`config.mk`:
```
export PLATFORM = sky130hd
export DESIGN_NAME = crs_call_return
export DESIGN_NICKNAME = d
export VERILOG_FILES = /design/src/crs_pkg.sv /design/src/crs_stack_if.sv /design/src/crs_call_return.sv /design/src/crs_return_stack.sv
export SDC_FILE = /design/constraint.sdc
export NUM_CORES = 1
export LEC_CHECK = 0
export ABC_AREA = 0
export BUFFER_PORTS_ARGS = -buffer_cell sky130_fd_sc_hd__buf_2
export CORE_UTILIZATION = 55
export DETAILED_ROUTE_END_ITERATION = 8
export GPL_TIMING_DRIVEN = 0
export PLACE_DENSITY = 0.77
export SLEW_MARGIN = 10
export SYNTH_ARGS = -nofsm -noshare
export SYNTH_HDL_FRONTEND = slang
export SYNTH_SLANG_ARGS = --single-unit
export TNS_END_PERCENT = 50
```
`constraint.sdc`:
```
create_clock -name ref_clk_i -period 5.7 [get_ports ref_clk_i]
set_clock_uncertainty 0.15 [all_clocks]
set_input_delay 0.57 -clock ref_clk_i [delete_from_list [all_inputs] [get_ports ref_clk_i]]
set_output_delay 0.57 -clock ref_clk_i [all_outputs]
set_load 0.01 [all_outputs]
```
`src/crs_pkg.sv`:
```
// Shared constants and types for the call and return instruction group.
package crs_pkg;
  // Widths of the core state this block works on
  localparam int PC_W = 21;
  localparam int INSTR_W = 16;
  localparam int DATA_W = 8;
  localparam int STACK_DEPTH = 31;
  localparam int SP_W = 5;
  localparam int LATCH_U_W = 5;
  localparam int APB_AW = 8;

  // Opcode patterns
  localparam logic [INSTR_W-1:0] OPC_PUSH = 16'h0005;
  localparam logic [INSTR_W-1:0] OPC_SOFT_RESET = 16'h00ff;
  localparam logic [4:0] OPC_CALL_TOP = 5'h1b;
  localparam logic [14:0] OPC_IRET_TOP = 15'h0008;
  localparam logic [7:0] OPC_LRET_TOP = 8'h0c;
  localparam int CALL_OFS_W = 11;

  // Byte addresses of the registers on the bus
  localparam logic [APB_AW-1:0] ADDR_CTRL = 8'h00;
  localparam logic [APB_AW-1:0] ADDR_PC = 8'h04;
  localparam logic [APB_AW-1:0] ADDR_WORK = 8'h08;
  localparam logic [APB_AW-1:0] ADDR_FLAGS = 8'h0c;
  localparam logic [APB_AW-1:0] ADDR_BANK = 8'h10;
  localparam logic [APB_AW-1:0] ADDR_SHADOW = 8'h14;
  localparam logic [APB_AW-1:0] ADDR_INTEN = 8'h18;
  localparam logic [APB_AW-1:0] ADDR_LATCH = 8'h1c;
  localparam logic [APB_AW-1:0] ADDR_STACK = 8'h20;

  // Field positions
  localparam int CTRL_RUN_BIT = 0;
  localparam int CTRL_SRST_BIT = 8;
  localparam int CTRL_UNDEF_BIT = 9;
  localparam int STK_OVF_BIT = 8;
  localparam int STK_UNF_BIT = 9;
  localparam int INT_HIGH_BIT = 0;
  localparam int INT_LOW_BIT = 1;

  // Values after reset
  localparam logic [PC_W-1:0] PC_RST = 21'h000000;
  localparam logic [DATA_W-1:0] BYTE_RST = 8'h00;
  localparam logic [LATCH_U_W-1:0] LATCH_U_RST = 5'h00;
  localparam logic [PC_W-1:0] PC_STEP = 21'h000002;

  // Quarter phases of one instruction cycle
  typedef enum logic [1:0] {PH_Q1, PH_Q2, PH_Q3, PH_Q4} crs_phase_e;

  // Decoded instruction kinds
  typedef enum logic [2:0] {
    OP_NOP, OP_PUSH, OP_CALL, OP_SRST, OP_IRET, OP_LRET
  } crs_op_e;
endpackage : crs_pkg

```
`src/crs_stack_if.sv`:
```
// Connection between the instruction logic and the return stack.
`timescale 1ns/1ps
interface crs_stack_if;
  import crs_pkg::*;
  logic push; // Push request, one cycle
  logic pop; // Pop request, one cycle
  logic clr; // Empty the stack, one cycle
  logic [PC_W-1:0] push_data; // Address to push
  logic [1:0] flag_clr; // Clear overflow / underflow flags
  logic [PC_W-1:0] top; // Current top entry
  logic [SP_W-1:0] depth; // Number of entries held
  logic ovf; // Sticky overflow
  logic unf; // Sticky underflow

  modport cpu (output push, pop, clr, push_data, flag_clr, input top, depth, ovf, unf);
  modport stack (input push, pop, clr, push_data, flag_clr, output top, depth, ovf, unf);
endinterface : crs_stack_if

```
`src/crs_call_return.sv`:
```
// Decode and execute logic for push, relative call, soft reset and returns.
// Operation
// - Stack save pushes PC plus two
// - Relative call opcode starts with 11011
// - Call offset is signed, -1024 to 1023
// - Call pushes PC plus two first
// - Call then jumps to PC+2+2n
// - Soft reset clears all core state but run and the sticky event flags
// - Interrupt return pops PC, sets enable
// - Fast bit restores shadows, else untouched
// - Interrupt return opcode ends in 000s
// - Interrupt return keeps PC latches unchanged
// - Literal return loads W and pops PC
// - Literal return opcode upper byte 00001100
`timescale 1ns/1ps
module crs_call_return
  import crs_pkg::*;
(
  // Clock and reset
  input wire logic ref_clk_i,
  input wire logic rst_i,
  // APB slave
  input wire logic psel_i,
  input wire logic penable_i,
  input wire logic pwrite_i,
  input wire logic [APB_AW-1:0] paddr_i,
  input wire logic [31:0] pwdata_i,
  output logic [31:0] prdata_o,
  output logic pready_o,
  output logic pslverr_o,
  // Instruction fetch
  input wire logic [INSTR_W-1:0] instr_i,
  input wire logic instr_valid_i,
  output logic [PC_W-1:0] fetch_addr_o,
  output logic instr_ack_o,
  // Core events
  output logic soft_reset_o
);
  crs_stack_if stk (); // Return stack link

  crs_return_stack u_stack (
    .ref_clk_i(ref_clk_i),
    .rst_i(rst_i),
    .stk(stk)
  );

  // Core state
  crs_phase_e phase; // Quarter phase within the cycle
  crs_op_e op; // Decoded kind of the held instruction
  logic [INSTR_W-1:0] ir; // Held instruction word
  logic flush; // Current cycle is a forced no-operation
  logic run; // Software lets the core execute
  logic [PC_W-1:0] pc; // Program counter
  logic [DATA_W-1:0] work; // Working register
  logic [DATA_W-1:0] flags; // Status flags
  logic [DATA_W-1:0] bank_select_reg; // Bank select
  logic [DATA_W-1:0] working_shadow; // Shadow of working register
  logic [DATA_W-1:0] flags_shadow; // Shadow of the flags
  logic [DATA_W-1:0] bank_select_shadow; // Shadow of bank select
  logic high_priority_int_enable; // Global high priority enable
  logic low_priority_int_enable; // Global low priority enable
  logic [DATA_W-1:0] pc_high_latch; // Staged high PC byte
  logic [LATCH_U_W-1:0] pc_upper_latch; // Staged upper PC bits
  logic srst_seen; // Sticky: soft reset happened
  logic undef_seen; // Sticky: an unknown opcode ran as no-operation

  // Decode helpers
  logic active; // Core advances this cycle
  logic exec_q2; // Q2 of a real instruction
  logic exec_q4; // Q4 of a real instruction
  logic soft_clr; // Soft reset takes effect now
  logic fast; // Shadow restore bit of the held word
  logic [PC_W-1:0] pc_next_seq; // Address after this word
  logic [PC_W-1:0] call_ofs; // Offset times two, sign extended
  crs_op_e next_op; // Decode of the incoming word
  logic known_op; // Incoming word is one of this group or the all-zero filler

  // Bus helpers
  logic bus_acc; // Access phase, answer not yet given
  logic bus_wr; // Write completes at this edge
  logic bus_ok; // Core state may be written by software
  logic [31:0] next_rdata; // Read value for the current address
  logic next_err; // Address is not mapped

  // The core only starts a new word when running, but always finishes one
  assign active = run || (phase != PH_Q1);
  assign exec_q2 = active && (phase == PH_Q2) && !flush;
  assign exec_q4 = active && (phase == PH_Q4) && !flush;
  assign soft_clr = exec_q4 && (op == OP_SRST);
  assign fast = ir[0];
  assign pc_next_seq = pc + PC_STEP;
  // Eleven-bit two's complement offset doubled, so -1024..1023 words reach
  // Doubling keeps every target on an even byte address, where all words start
  assign call_ofs = {{(PC_W-CALL_OFS_W-1){ir[CALL_OFS_W-1]}}, ir[CALL_OFS_W-1:0], 1'b0};

  // Instruction decode of the word offered at Q1
  always_comb begin
    next_op = OP_NOP;
    known_op = 1'b1;
    if (instr_i == OPC_PUSH) begin
      next_op = OP_PUSH;
    end else if (instr_i[15:11] == OPC_CALL_TOP) begin
      next_op = OP_CALL;
    end else if (instr_i == OPC_SOFT_RESET) begin
      next_op = OP_SRST;
    end else if (instr_i[15:1] == OPC_IRET_TOP) begin
      next_op = OP_IRET;
    end else if (instr_i[15:8] == OPC_LRET_TOP) begin
      next_op = OP_LRET;
    end else begin
      // The all-zero word is the idle filler, so it is not counted as unknown
      known_op = (instr_i == '0);
    end
  end

  // Quarter phase sequencer; Q1 waits for a word unless flushing
  always_ff @(posedge ref_clk_i) begin
    if (rst_i || soft_clr) begin
      phase <= PH_Q1;
    end else if (active) begin
      case (phase)
        PH_Q1: begin
          if (flush || instr_valid_i) begin
            phase <= PH_Q2;
          end
        end
        PH_Q2: phase <= PH_Q3;
        PH_Q3: phase <= PH_Q4;
        PH_Q4: phase <= PH_Q1;
        default: phase <= PH_Q1;
      endcase
    end
  end

  // Instruction register, loaded at Q1 of a non-flush cycle
  always_ff @(posedge ref_clk_i) begin
    if (rst_i || soft_clr) begin
      ir <= '0;
      op <= OP_NOP;
    end else if (run && phase == PH_Q1 && !flush && instr_valid_i) begin
      ir <= instr_i;
      op <= next_op;
    end
  end

  // Fetch handshake pulse, one cycle after the word was taken
  always_ff @(posedge ref_clk_i) begin
    if (rst_i) begin
      instr_ack_o <= 1'b0;
    end else begin
      instr_ack_o <= run && (phase == PH_Q1) && !flush && instr_valid_i && !soft_clr;
    end
  end

  // Flush flag: a taken branch wastes the next cycle while the target is fetched
  always_ff @(posedge ref_clk_i) begin
    if (rst_i || soft_clr) begin
      flush <= 1'b0;
    end else if (active && phase == PH_Q4) begin
      // The opcode is held through the flush, so !flush ends it after one cycle
      flush <= !flush && (op == OP_CALL || op == OP_IRET || op == OP_LRET);
    end
  end

  // Stack requests: pushes in Q2, pops in Q4
  always_comb begin
    // Push and pop never meet in one cycle, as they live in different phases
    stk.push = exec_q2 && (op == OP_PUSH || op == OP_CALL);
    stk.push_data = pc_next_seq;
    stk.pop = exec_q4 && (op == OP_IRET || op == OP_LRET);
    stk.clr = soft_clr;
    stk.flag_clr = '0;
    if (bus_wr && paddr_i == ADDR_STACK) begin
      stk.flag_clr = {pwdata_i[STK_UNF_BIT], pwdata_i[STK_OVF_BIT]};
    end
  end

  // Program counter; the call target is formed after the push in Q2
  always_ff @(posedge ref_clk_i) begin
    if (rst_i || soft_clr) begin
      pc <= PC_RST;
    end else if (exec_q4) begin
      case (op)
        OP_CALL: pc <= pc_next_seq + call_ofs;
        // The top is read here before the pop at this same edge moves it
        OP_IRET: pc <= stk.top;
        OP_LRET: pc <= stk.top;
        default: pc <= pc_next_seq;
      endcase
    end else if (bus_ok && bus_wr && paddr_i == ADDR_PC) begin
      pc <= {pwdata_i[PC_W-1:1], 1'b0};
    end
  end

  // Working, flags and bank select: literal load or shadow restore
  always_ff @(posedge ref_clk_i) begin
    if (rst_i || soft_clr) begin
      work <= BYTE_RST;
      flags <= BYTE_RST;
      bank_select_reg <= BYTE_RST;
    end else if (exec_q4 && op == OP_LRET) begin
      work <= ir[7:0];
    end else if (exec_q4 && op == OP_IRET) begin
      if (fast) begin
        work <= working_shadow;
        flags <= flags_shadow;
        bank_select_reg <= bank_select_shadow;
      end
    // Software writes land only on a halted core and are dropped otherwise, so they never race an instruction
    end else if (bus_ok && bus_wr) begin
      case (paddr_i)
        ADDR_WORK: work <= pwdata_i[DATA_W-1:0];
        ADDR_FLAGS: flags <= pwdata_i[DATA_W-1:0];
        ADDR_BANK: bank_select_reg <= pwdata_i[DATA_W-1:0];
        default: ;
      endcase
    end
  end

  // Shadow copies, loaded only by software in this block
  always_ff @(posedge ref_clk_i) begin
    if (rst_i || soft_clr) begin
      working_shadow <= BYTE_RST;
      flags_shadow <= BYTE_RST;
      bank_select_shadow <= BYTE_RST;
    end else if (bus_ok && bus_wr && paddr_i == ADDR_SHADOW) begin
      working_shadow <= pwdata_i[7:0];
      flags_shadow <= pwdata_i[15:8];
      bank_select_shadow <= pwdata_i[23:16];
    end
  end

  // Global enables; the return sets high first, low if high is already on
  always_ff @(posedge ref_clk_i) begin
    if (rst_i || soft_clr) begin
      high_priority_int_enable <= 1'b0;
      low_priority_int_enable <= 1'b0;
    end else if (exec_q4 && op == OP_IRET) begin
      if (!high_priority_int_enable) begin
        high_priority_int_enable <= 1'b1;
      end else begin
        low_priority_int_enable <= 1'b1;
      end
    end else if (bus_wr && paddr_i == ADDR_INTEN) begin
      high_priority_int_enable <= pwdata_i[INT_HIGH_BIT];
      low_priority_int_enable <= pwdata_i[INT_LOW_BIT];
    end
  end

  // PC latches: no instruction of this group writes them except soft reset, which clears them
  always_ff @(posedge ref_clk_i) begin
    if (rst_i || soft_clr) begin
      pc_high_latch <= BYTE_RST;
      pc_upper_latch <= LATCH_U_RST;
    end else if (bus_wr && paddr_i == ADDR_LATCH) begin
      pc_high_latch <= pwdata_i[7:0];
      pc_upper_latch <= pwdata_i[8+LATCH_U_W-1:8];
    end
  end

  // Run control survives a soft reset so software keeps command of the core
  always_ff @(posedge ref_clk_i) begin
    if (rst_i) begin
      run <= 1'b0;
    end else if (bus_wr && paddr_i == ADDR_CTRL) begin
      run <= pwdata_i[CTRL_RUN_BIT];
    end
  end

  // Sticky event flags; a new event wins over a write-one clear
  always_ff @(posedge ref_clk_i) begin
    if (rst_i) begin
      srst_seen <= 1'b0;
      undef_seen <= 1'b0;
    end else begin
      srst_seen <= soft_clr ||
        (srst_seen && !(bus_wr && paddr_i == ADDR_CTRL && pwdata_i[CTRL_SRST_BIT]));
      undef_seen <= (run && phase == PH_Q1 && !flush && instr_valid_i && !known_op) ||
        (undef_seen && !(bus_wr && paddr_i == ADDR_CTRL && pwdata_i[CTRL_UNDEF_BIT]));
    end
  end

  // Registered outputs toward the core
  always_ff @(posedge ref_clk_i) begin
    if (rst_i) begin
      soft_reset_o <= 1'b0;
      fetch_addr_o <= PC_RST;
    end else begin
      soft_reset_o <= soft_clr;
      fetch_addr_o <= soft_clr ? PC_RST : pc;
    end
  end

  // Bus timing: one wait state, the write lands at the edge that sees pready
  assign bus_acc = psel_i && penable_i && !pready_o;
  assign bus_wr = psel_i && penable_i && pwrite_i && pready_o && !pslverr_o;
  // Core state except run, sticky flags, enables and latches is only written while halted between instructions
  assign bus_ok = !run && (phase == PH_Q1) && !flush;

  // Read mux and address decode
  always_comb begin
    next_rdata = '0;
    next_err = 1'b0;
    case (paddr_i)
      ADDR_CTRL: begin
        next_rdata[CTRL_RUN_BIT] = run;
        next_rdata[CTRL_SRST_BIT] = srst_seen;
        next_rdata[CTRL_UNDEF_BIT] = undef_seen;
      end
      ADDR_PC: next_rdata[PC_W-1:0] = pc;
      ADDR_WORK: next_rdata[DATA_W-1:0] = work;
      ADDR_FLAGS: next_rdata[DATA_W-1:0] = flags;
      ADDR_BANK: next_rdata[DATA_W-1:0] = bank_select_reg;
      ADDR_SHADOW: next_rdata[23:0] = {bank_select_shadow, flags_shadow, working_shadow};
      ADDR_INTEN: begin
        next_rdata[INT_HIGH_BIT] = high_priority_int_enable;
        next_rdata[INT_LOW_BIT] = low_priority_int_enable;
      end
      ADDR_LATCH: next_rdata[8+LATCH_U_W-1:0] = {pc_upper_latch, pc_high_latch};
      ADDR_STACK: begin
        next_rdata[SP_W-1:0] = stk.depth;
        next_rdata[STK_OVF_BIT] = stk.ovf;
        next_rdata[STK_UNF_BIT] = stk.unf;
        next_rdata[31:11] = stk.top;
      end
      default: next_err = 1'b1;
    endcase
  end

  // Bus answer registers
  always_ff @(posedge ref_clk_i) begin
    if (rst_i) begin
      pready_o <= 1'b0;
      pslverr_o <= 1'b0;
      prdata_o <= '0;
    end else begin
      pready_o <= bus_acc;
      pslverr_o <= bus_acc && next_err;
      prdata_o <= (bus_acc && !pwrite_i) ? next_rdata : 32'h00000000;
    end
  end
endmodule : crs_call_return

```
`src/crs_return_stack.sv`:
```
// Hardware return stack holding return addresses.
`timescale 1ns/1ps
module crs_return_stack
  import crs_pkg::*;
(
  // Clock and reset
  input wire logic ref_clk_i,
  input wire logic rst_i,
  // Link to the instruction logic
  crs_stack_if.stack stk
);
  logic [PC_W-1:0] mem [STACK_DEPTH]; // Entry storage
  logic [SP_W-1:0] depth; // Fill level
  logic full; // No room for a push
  logic empty; // Nothing to pop

  assign full = (depth == SP_W'(STACK_DEPTH));
  assign empty = (depth == '0);

  // Fill level moves by one per push or pop; a push beyond full is dropped
  always_ff @(posedge ref_clk_i) begin
    if (rst_i || stk.clr) begin
      depth <= '0;
    end else if (stk.push && !full) begin
      depth <= depth + 5'h01;
    end else if (stk.pop && !empty) begin
      depth <= depth - 5'h01;
    end
  end

  // Entry write; storage needs no reset since depth guards every read
  always_ff @(posedge ref_clk_i) begin
    if (stk.push && !full) begin
      mem[depth] <= stk.push_data;
    end
  end

  // Sticky error flags; a new error wins over a clear in the same cycle
  always_ff @(posedge ref_clk_i) begin
    if (rst_i || stk.clr) begin
      stk.ovf <= 1'b0;
      stk.unf <= 1'b0;
    end else begin
      stk.ovf <= (stk.push && full) || (stk.ovf && !stk.flag_clr[0]);
      stk.unf <= (stk.pop && empty) || (stk.unf && !stk.flag_clr[1]);
    end
  end

  // An empty stack reads as address zero
  assign stk.top = empty ? PC_RST : mem[depth - 5'h01];
  assign stk.depth = depth;
endmodule : crs_return_stack

```
==> flow_summary_export.csv, run 1 <==
group,metric,value,unit
timing,worst_slew_margin_rel,13.6,%
cts,cts.sinks,819,
timing,final_max_slew_viol_count,0,
cts,clock_latency,0.65,ns
logic_synthesis,synthDistinctLibCells,75,
cts,clk_path_buf_depth,3,
final_layout,mostFrequentLayoutCell,"sky130_fd_sc_hd__edfxtp_1",
global_routing,grt_antenna_before_repair,2,
placed_design,io_buffers,109,
final_layout,area.growth.synth_to_final,16.5,%
final_layout,final.fill_count,4073,
final_layout,total_area_of_multi_input_combinational_cells,10800,um2
cts,deepest_level_of_the_cts_h_tree,3,
route,number_of_violations_reported_at_the_end_of_detailed_routing_iteration_0,3352,
setup_path,most_used_cell_cp,"sky130_fd_sc_hd__buf_2",
setup_path,crit_path_max_incr_delay,0.54,ns
power,power-per-cell-area,308,nW/um2
cts,post_cts_hold_buffer_count,0,
timing,final.period_utilization,98.3,%
final_layout,antennaDiodeCount,0,
logic_synthesis,synth.top_cells.by_area,"sky130_fd_sc_hd__edfxtp_1 58%, sky130_fd_sc_hd__mux4_2 11%, sky130_fd_sc_hd__dfxtp_1 9.9%",
route,wire_per_inst,31.6,um
final_layout,finalNetCount,2552,
logic_synthesis,synth-edff-count,651,
floorplanning,initial_core_util,56.0,%
global_routing,grt_pass1_wl,150,mm
logic_synthesis,yosysTopAreaCellShare,57.5,%
final_layout,register_area,22900,um2
final_layout,number_of_flip_flops_under_the_largest_register_name,651,
final_layout,register_name_with_the_most_flops,"u_stack.mem",
power,leakagePower,13.6,nW
logic_synthesis,syn-num-nets,2315,
global_routing,grt_util_met3,6.82,%
route,vias,22198,
route,avgViaCountPerCell,6.72,
logic_synthesis,largest_area_contributor_in_the_netlist,"sky130_fd_sc_hd__edfxtp_1",
cts,root_buffer,"sky130_fd_sc_hd__clkbuf_16",
logic_synthesis,synth_async_sr_flop_share,0,%
logic_synthesis,yosys_most_used_dff,"sky130_fd_sc_hd__edfxtp_1",
logic_synthesis,post_synth.cell_area_avg,15.3,um2
final_layout,drive_gt1_share,23.0,%
logic_synthesis,share_of_the_yosys_chip_area_belonging_to_registers,67.4,%
final_layout,biggestRegsByFlops,"u_stack.mem x651, prdata_o x32",
setup_path,crit_path_start_kind,"flip-flop",
floorplanning,fp.coreArea,60700,um2
cts,tritoncts,"yes",
logic_synthesis,yosys_register_bits,819,
global_routing,grt_most_used_layer,"met2",
timing,maxClockFrequency,178,MHz
power,ir_drop,284,uV
global_routing,number_of_global_route_vias_before_repair,22077,
floorplanning,placementRows,90,
timing,finalHoldViolations,0,
placed_design,place.detailed.hpwl,69.7,mm
cts,clk_slew_on_worst_s_h_paths,0.06,ns
floorplanning,die_width,251,um
min_path,hold_class,"in2reg",
cts,cts_inserted_buffers,82,
floorplanning,fp.dieArea,62800,um2
placed_design,global_placement_routability_congestion,0.990,
global_routing,grtUsageMet2,53.4,%
timing,min_period,5.60,ns
timing,setup_repair_after_global_routing_missed_its_margin,"yes",
logic_synthesis,netlist_instances,2220,
setup_path,setup.worst_path.end_class,"flip-flop",
power,p_total,12.2,mW
route,route.final.wire_length,104,mm
global_routing,pin_count_of_the_biggest_net_entering_global_routing,35,
global_routing,gr-total-overflow,0,
global_routing,grtUsageMet1,43.5,%
route,drt_pre_antenna_iters,6,
floorplanning,chipHeight,251,um
timing,setup-violations-final,0,
logic_synthesis,syn-cell-area,34000,um2
setup_path,cp_class,"reg2reg",
setup_path,list_of_cells_traversed_by_the_critical_path,"buf_6 -> buf_4 -> buf_6 -> buf_6 -> inv_2 -> ha_1 -> buf_2 -> buf_2 -> buf_2 -> buf_2 -> buf_2 -> mux4_2 -> mux2i_1 -> nor2_1 -> a221oi_1 -> nor2_1",
floorplanning,io_pins,119,
setup_path,crit_required,6.00,ns
setup_path,crit_arrival,5.91,ns
route,postRouteAntennaNets,0,
route,drc,0,
global_routing,grtUsageTotal,33.7,%
setup_path,crit_path_max_fanout,12,
setup_path,critical_path.slowest_cell,"sky130_fd_sc_hd__dfxtp_1",
run_status,result_of_the_run,"complete, no violations",
timing,worstMarginPinSlew,1.29,ns
timing,setup_total_negative_slack,0,ns
final_layout,mostFrequentLayoutCells,"651 x sky130_fd_sc_hd__edfxtp_1, 198 x sky130_fd_sc_hd__nand2_1, 169 x sky130_fd_sc_hd__nor2_1, 167 x sky130_fd_sc_hd__dfxtp_1, 161 x sky130_fd_sc_hd__mux4_2",
logic_synthesis,synthesis.yosys.warnings,0,
flow_run,maxCapViolations,0,
-- worst max-delay path: cells and delay by family, from the launching register on --
| family | cells | cell delay [ns] |
|---|---|---|
| adder cells (fa/ha/maj) | 1 | 0.37 |
| multiplexers | 2 | 0.80 |
| AND/OR/NAND/NOR | 2 | 0.23 |
| buffers and inverters | 10 | 2.96 |
| AO/OA/AOI/OAI | 1 | 0.30 |
| flip-flops | 1 | 0.54 |
-- timing repair --
item / in CTS / in global routing
buffers inserted: 0 / 0
gates resized for setup: 1 / 3
setup endpoints to repair: 4 / 8
-- synth_stat cells, types with 6 or more instances --
cell type and n:
sky130_fd_sc_hd__clkbuf_1 71, sky130_fd_sc_hd__nand2_1 198, sky130_fd_sc_hd__a211oi_1 43, sky130_fd_sc_hd__a222oi_1 9, sky130_fd_sc_hd__nor3_1 29, sky130_fd_sc_hd__o22ai_1 7
sky130_fd_sc_hd__a22oi_1 21, sky130_fd_sc_hd__dfxtp_1 168, sky130_fd_sc_hd__nand4_1 7, sky130_fd_sc_hd__ha_1 32, sky130_fd_sc_hd__buf_4 13, sky130_fd_sc_hd__mux2_2 18
sky130_fd_sc_hd__xor2_1 13, sky130_fd_sc_hd__xnor2_1 26, sky130_fd_sc_hd__a31oi_1 17, sky130_fd_sc_hd__and3_1 12, sky130_fd_sc_hd__a211o_1 9, sky130_fd_sc_hd__buf_6 9
sky130_fd_sc_hd__mux2i_1 89, sky130_fd_sc_hd__nand3_1 28, sky130_fd_sc_hd__a221oi_1 16, sky130_fd_sc_hd__a21o_1 7, sky130_fd_sc_hd__o21ai_1 7, sky130_fd_sc_hd__nor4_1 10
sky130_fd_sc_hd__inv_1 15, sky130_fd_sc_hd__mux4_2 161, sky130_fd_sc_hd__o211ai_1 8, sky130_fd_sc_hd__o21ai_0 32, sky130_fd_sc_hd__nor2_1 200, sky130_fd_sc_hd__a21oi_1 125
sky130_fd_sc_hd__nor2b_1 17, sky130_fd_sc_hd__nor4b_1 7, sky130_fd_sc_hd__or3_1 6, sky130_fd_sc_hd__edfxtp_1 651, sky130_fd_sc_hd__nand2b_1 11, sky130_fd_sc_hd__and2_1 25
sky130_fd_sc_hd__buf_2 24
-- layout make-up --
| cell class | count | share of cell area [%] |
|---|---|---|
| plain buffers | 122 | 1.53 |
| flip-flops and latches | 819 | 57.9 |
| repair buffers | 153 | 3.41 |
| well taps | 782 | 2.47 |
| multi-input cells | 1263 | 27.3 |
| clock buffers | 102 | 5.69 |
| inverters | 16 | 0.152 |
| clock inverters | 46 | 1.57 |
-- logic make-up (layout without fill, tap and decap cells) --
kind of cell | count (synthesis) | in the layout | synth area share, %
muxes | 269 | 269 | 13.9
adders and majority gates | 33 | 33 | 1.24
xor gates and xnor gates | 41 | 41 | 1.13
and+or+nand+nor | 584 | 584 | 7.91
buffers and inverters | 138 | 439 | 1.96
DFF | 819 | 819 | 67.4
AOI/OAI and AO/OA | 336 | 336 | 6.42
-- worst paths after layout --
kind / start / endpoint / slack [ns] / depth (start not counted)
worst min-delay path: pwdata_i[21] / bank_select_shadow[5] / 0.04 / 3
worst min register to register: working_shadow[3] / working_shadow[3] / 0.32 / 2
worst max-delay path: u_stack.stk.depth[0] / prdata_o[15] / 0.1 / 16
worst max register to register: u_stack.stk.depth[0] / prdata_o[15] / 0.1 / 16
-- per-layer routing --
layer / wire (um) / vias up
li1: - / 9129
met1: 38000 / 11064
met2: 48900 / 1638
met3: 11100 / 367
met4: 6490 / 0
met5: 0 / -
-- through the flow --
stage / cells / hold slack, ns / utilization (%) / cell area, um2 / worst slack, ns
floorplan: 2220 / 0.286 / - / 34000 / 1.37
global placement: 3111 / 0.304 / 58.5 / 35500 / -0.627
detailed placement: 3155 / 0.309 / 60.5 / 36700 / -0.0527
CTS: 3303 / 0.0160 / 65.2 / 39600 / 0.0687
global route: 3303 / 0.0226 / 65.2 / 39600 / -0.0639
finish: 3303 / 0.0355 / 65.2 / 39600 / 0.0952
-- report_power, final --
part | switching [mW] | leakage [nW] | internal [mW]
clock | 2.37 | 1.40 | 3.38
combinational | 0.0676 | 4.74 | 0.0269
sequential | 0.000697 | 7.51 | 6.36
total | 2.44 | 13.6 | 9.76
No activity file was read; power rests on OpenSTA's default activity.
==> inputs of run 2 (changes only) <==
--- a/config.mk
+++ b/config.mk
@@ -7,10 +7,13 @@
 export LEC_CHECK = 0
 export ABC_AREA = 0
 export BUFFER_PORTS_ARGS = -buffer_cell sky130_fd_sc_hd__buf_2
-export CORE_UTILIZATION = 55
+export CELL_PAD_IN_SITES_DETAIL_PLACEMENT = 0
+export CELL_PAD_IN_SITES_GLOBAL_PLACEMENT = 1
+export CORE_UTILIZATION = 53
+export CTS_BUF_LIST = sky130_fd_sc_hd__clkbuf_8 sky130_fd_sc_hd__clkbuf_16
 export DETAILED_ROUTE_END_ITERATION = 8
 export GPL_TIMING_DRIVEN = 0
-export PLACE_DENSITY = 0.77
+export PLACE_DENSITY = 0.85
 export SLEW_MARGIN = 10
 export SYNTH_ARGS = -nofsm -noshare
 export SYNTH_HDL_FRONTEND = slang
==> run 2 against run 1 <==
Net effect:
- flip-flop and latch count is the same
- hold slack gained 0.0053 ns
- clock-buffer cell count shrank 13
- worst setup slack gained 0.11 ns
- critical path type unchanged
- largest cell class unchanged
==> flow_summary_export.csv, run 2 (synthesis gave the netlist of run 1 again) <==
group,metric,value,unit
final_layout,mostFrequentLayoutCells,"651 x sky130_fd_sc_hd__edfxtp_1, 198 x sky130_fd_sc_hd__nand2_1, 168 x sky130_fd_sc_hd__nor2_1, 167 x sky130_fd_sc_hd__dfxtp_1, 161 x sky130_fd_sc_hd__mux4_2",
power,clock_power_share,47.0,%
floorplanning,fp.coreArea,63200,um2
timing,min_period,5.50,ns
setup_path,crit_arrival,5.87,ns
run_status,result_of_the_run,"complete, no violations",
cts,root_buffer,"sky130_fd_sc_hd__clkbuf_16",
global_routing,pin_count_of_the_biggest_net_entering_global_routing,35,
power,total_switching_power,2.52,mW
power,pwr-share-comb,0.8,%
cts,clk_path_buf_depth,3,
power,p_total,12.2,mW
final_layout,finalNetCount,2555,
timing,whs,0.0408,ns
floorplanning,initial_core_util,53.8,%
power,p_sw_share,20.7,%
final_layout,area.growth.synth_to_final,17.1,%
timing,setup_total_negative_slack,0,ns
flow_run,maxCapViolations,0,
final_layout,biggestRegsByFlops,"u_stack.mem x651, prdata_o x32",
route,number_of_violations_reported_at_the_end_of_detailed_routing_iteration_0,2789,
timing,worst_slew_margin_rel,12.7,%
floorplanning,io_pins,119,
route,postRouteAntennaNets,0,
placed_design,place_ws,-0.0271,ns
power,seqPwrFrac,52.2,%
cts,cts.sinks,819,
setup_path,crit_path_start_kind,"flip-flop",
timing,maxClockFrequency,182,MHz
timing,final_max_slew_viol_count,0,
final_layout,drive_gt1_share,23.2,%
power,leakagePower,13.7,nW
global_routing,grt_pass1_wl,149,mm
placed_design,io_buffers,109,
placed_design,global_placement_routability_congestion,0.969,
power,cell_internal_pwr,9.66,mW
global_routing,grtUsageTotal,32.4,%
setup_path,setup.worst_path.end_class,"flip-flop",
final_layout,non_filler_instances,3376,
cts,deepest_level_of_the_cts_h_tree,3,
cts,cts_inserted_buffers,84,
timing,finalHoldViolations,0,
setup_path,cp_class,"reg2reg",
setup_path,crit_required,6.08,ns
final_layout,mostFrequentLayoutCell,"sky130_fd_sc_hd__edfxtp_1",
cts,clk_slew_on_worst_s_h_paths,0.06,ns
timing,timing.final.ws_setup,0.203,ns
route,drt_pre_antenna_iters,8,
floorplanning,fp.dieArea,65100,um2
global_routing,number_of_global_route_vias_before_repair,21780,
route,drc,0,
placed_design,place.detailed.hpwl,69.9,mm
cts,tritoncts,"yes",
final_layout,final.fill_count,4439,
timing,final.period_utilization,96.4,%
global_routing,gr-total-overflow,0,
power,ir_drop,269,uV
timing,worstMarginPinSlew,1.31,ns
floorplanning,die_width,255,um
final_layout,register_name_with_the_most_flops,"u_stack.mem",
route,wire_per_inst,30.9,um
floorplanning,chipHeight,255,um
route,route.final.wire_length,104,mm
route,avgViaCountPerCell,6.56,
setup_path,crit_path_max_fanout,12,
route,vias,22141,
min_path,hold_class,"in2reg",
power,power-per-cell-area,306,nW/um2
placed_design,dp_cells,3221,
cts,clock_latency,0.67,ns
floorplanning,placementRows,92,
timing,setup_repair_after_global_routing_missed_its_margin,"no",
timing,setup-violations-final,0,
final_layout,number_of_flip_flops_under_the_largest_register_name,651,
global_routing,grt_antenna_before_repair,2,
## run 2: final cells by class
| cell class | count | area [um2] | share of cell area [%] |
|---|---|---|---|
| flip-flops and latches | 819 | 22900 | 57.6 |
| multi-input cells | 1263 | 10800 | 27.2 |
| clock buffers | 89 | 2190 | 5.51 |
| repair buffers | 155 | 1430 | 3.60 |
| well taps | 846 | 1060 | 2.66 |
| clock inverters | 66 | 703 | 1.77 |
| plain buffers | 121 | 603 | 1.52 |
| inverters | 16 | 60.1 | 0.151 |
| diodes | 1 | 2.50 | 0.00629 |
## run 2: what timing repair did
item	4_1_cts	5_1_grt
hold endpoints to repair	0	0
gates resized for setup	0	6
hold buffers	0	0
setup endpoints to repair	0	23
setup buffers	0	0
## run 2: routing by layer
metal / global-route usage, % / wire length (um) / vias up
li1: - / - / 9122
met1: 43.1 / 39500 / 11267
met2: 50.9 / 48700 / 1434
met3: 6.80 / 10700 / 316
met4: 16.5 / 5480 / 2
met5: 0 / 38 / -
## run 2: power by group through the flow
stage	Sequential (mW)	Clock [mW]	Combinational [mW]
floorplan	6.49	0	0.0343
global placement	6.49	0	0.0929
detailed placement	6.49	0	0.0942
CTS	6.36	5.75	0.0946
global route	6.35	5.98	0.101
finish	6.36	5.73	0.0981
## run 2: path summary, 6_finish.rpt
kind | endpoint | startpoint | depth (start not counted) | slack [ns]
setup / recovery | prdata_o[11] | u_stack.stk.depth[0] | 14 | 0.20
hold / removal | bank_select_shadow[6] | pwdata_i[22] | 3 | 0.04
setup reg to reg | prdata_o[11] | u_stack.stk.depth[0] | 14 | 0.20
hold reg to reg | ir[8] | ir[8] | 2 | 0.32
## run 2: through the flow
| step | util, % | cell area (um2) |
|---|---|---|
| floorplan | - | 34000 |
| global placement | 56.3 | 35600 |
| detailed placement | 58.3 | 36900 |
| CTS | 62.9 | 39800 |
| global route | 62.9 | 39800 |
| finish | 62.9 | 39800 |
## run 2: critical path, cell delays in order (launching register included)
cell and delay [ns]:
sky130_fd_sc_hd__dfxtp_1 0.53, sky130_fd_sc_hd__buf_6 0.24, sky130_fd_sc_hd__buf_4 0.30, sky130_fd_sc_hd__buf_6 0.27, sky130_fd_sc_hd__buf_6 0.24, sky130_fd_sc_hd__inv_2 0.19
sky130_fd_sc_hd__ha_1 0.38, sky130_fd_sc_hd__buf_2 0.28, sky130_fd_sc_hd__buf_2 0.33, sky130_fd_sc_hd__buf_2 0.40, sky130_fd_sc_hd__mux4_2 0.37, sky130_fd_sc_hd__mux4_2 0.53
sky130_fd_sc_hd__mux2i_1 0.63, sky130_fd_sc_hd__o221ai_1 0.25, sky130_fd_sc_hd__and3_1 0.27
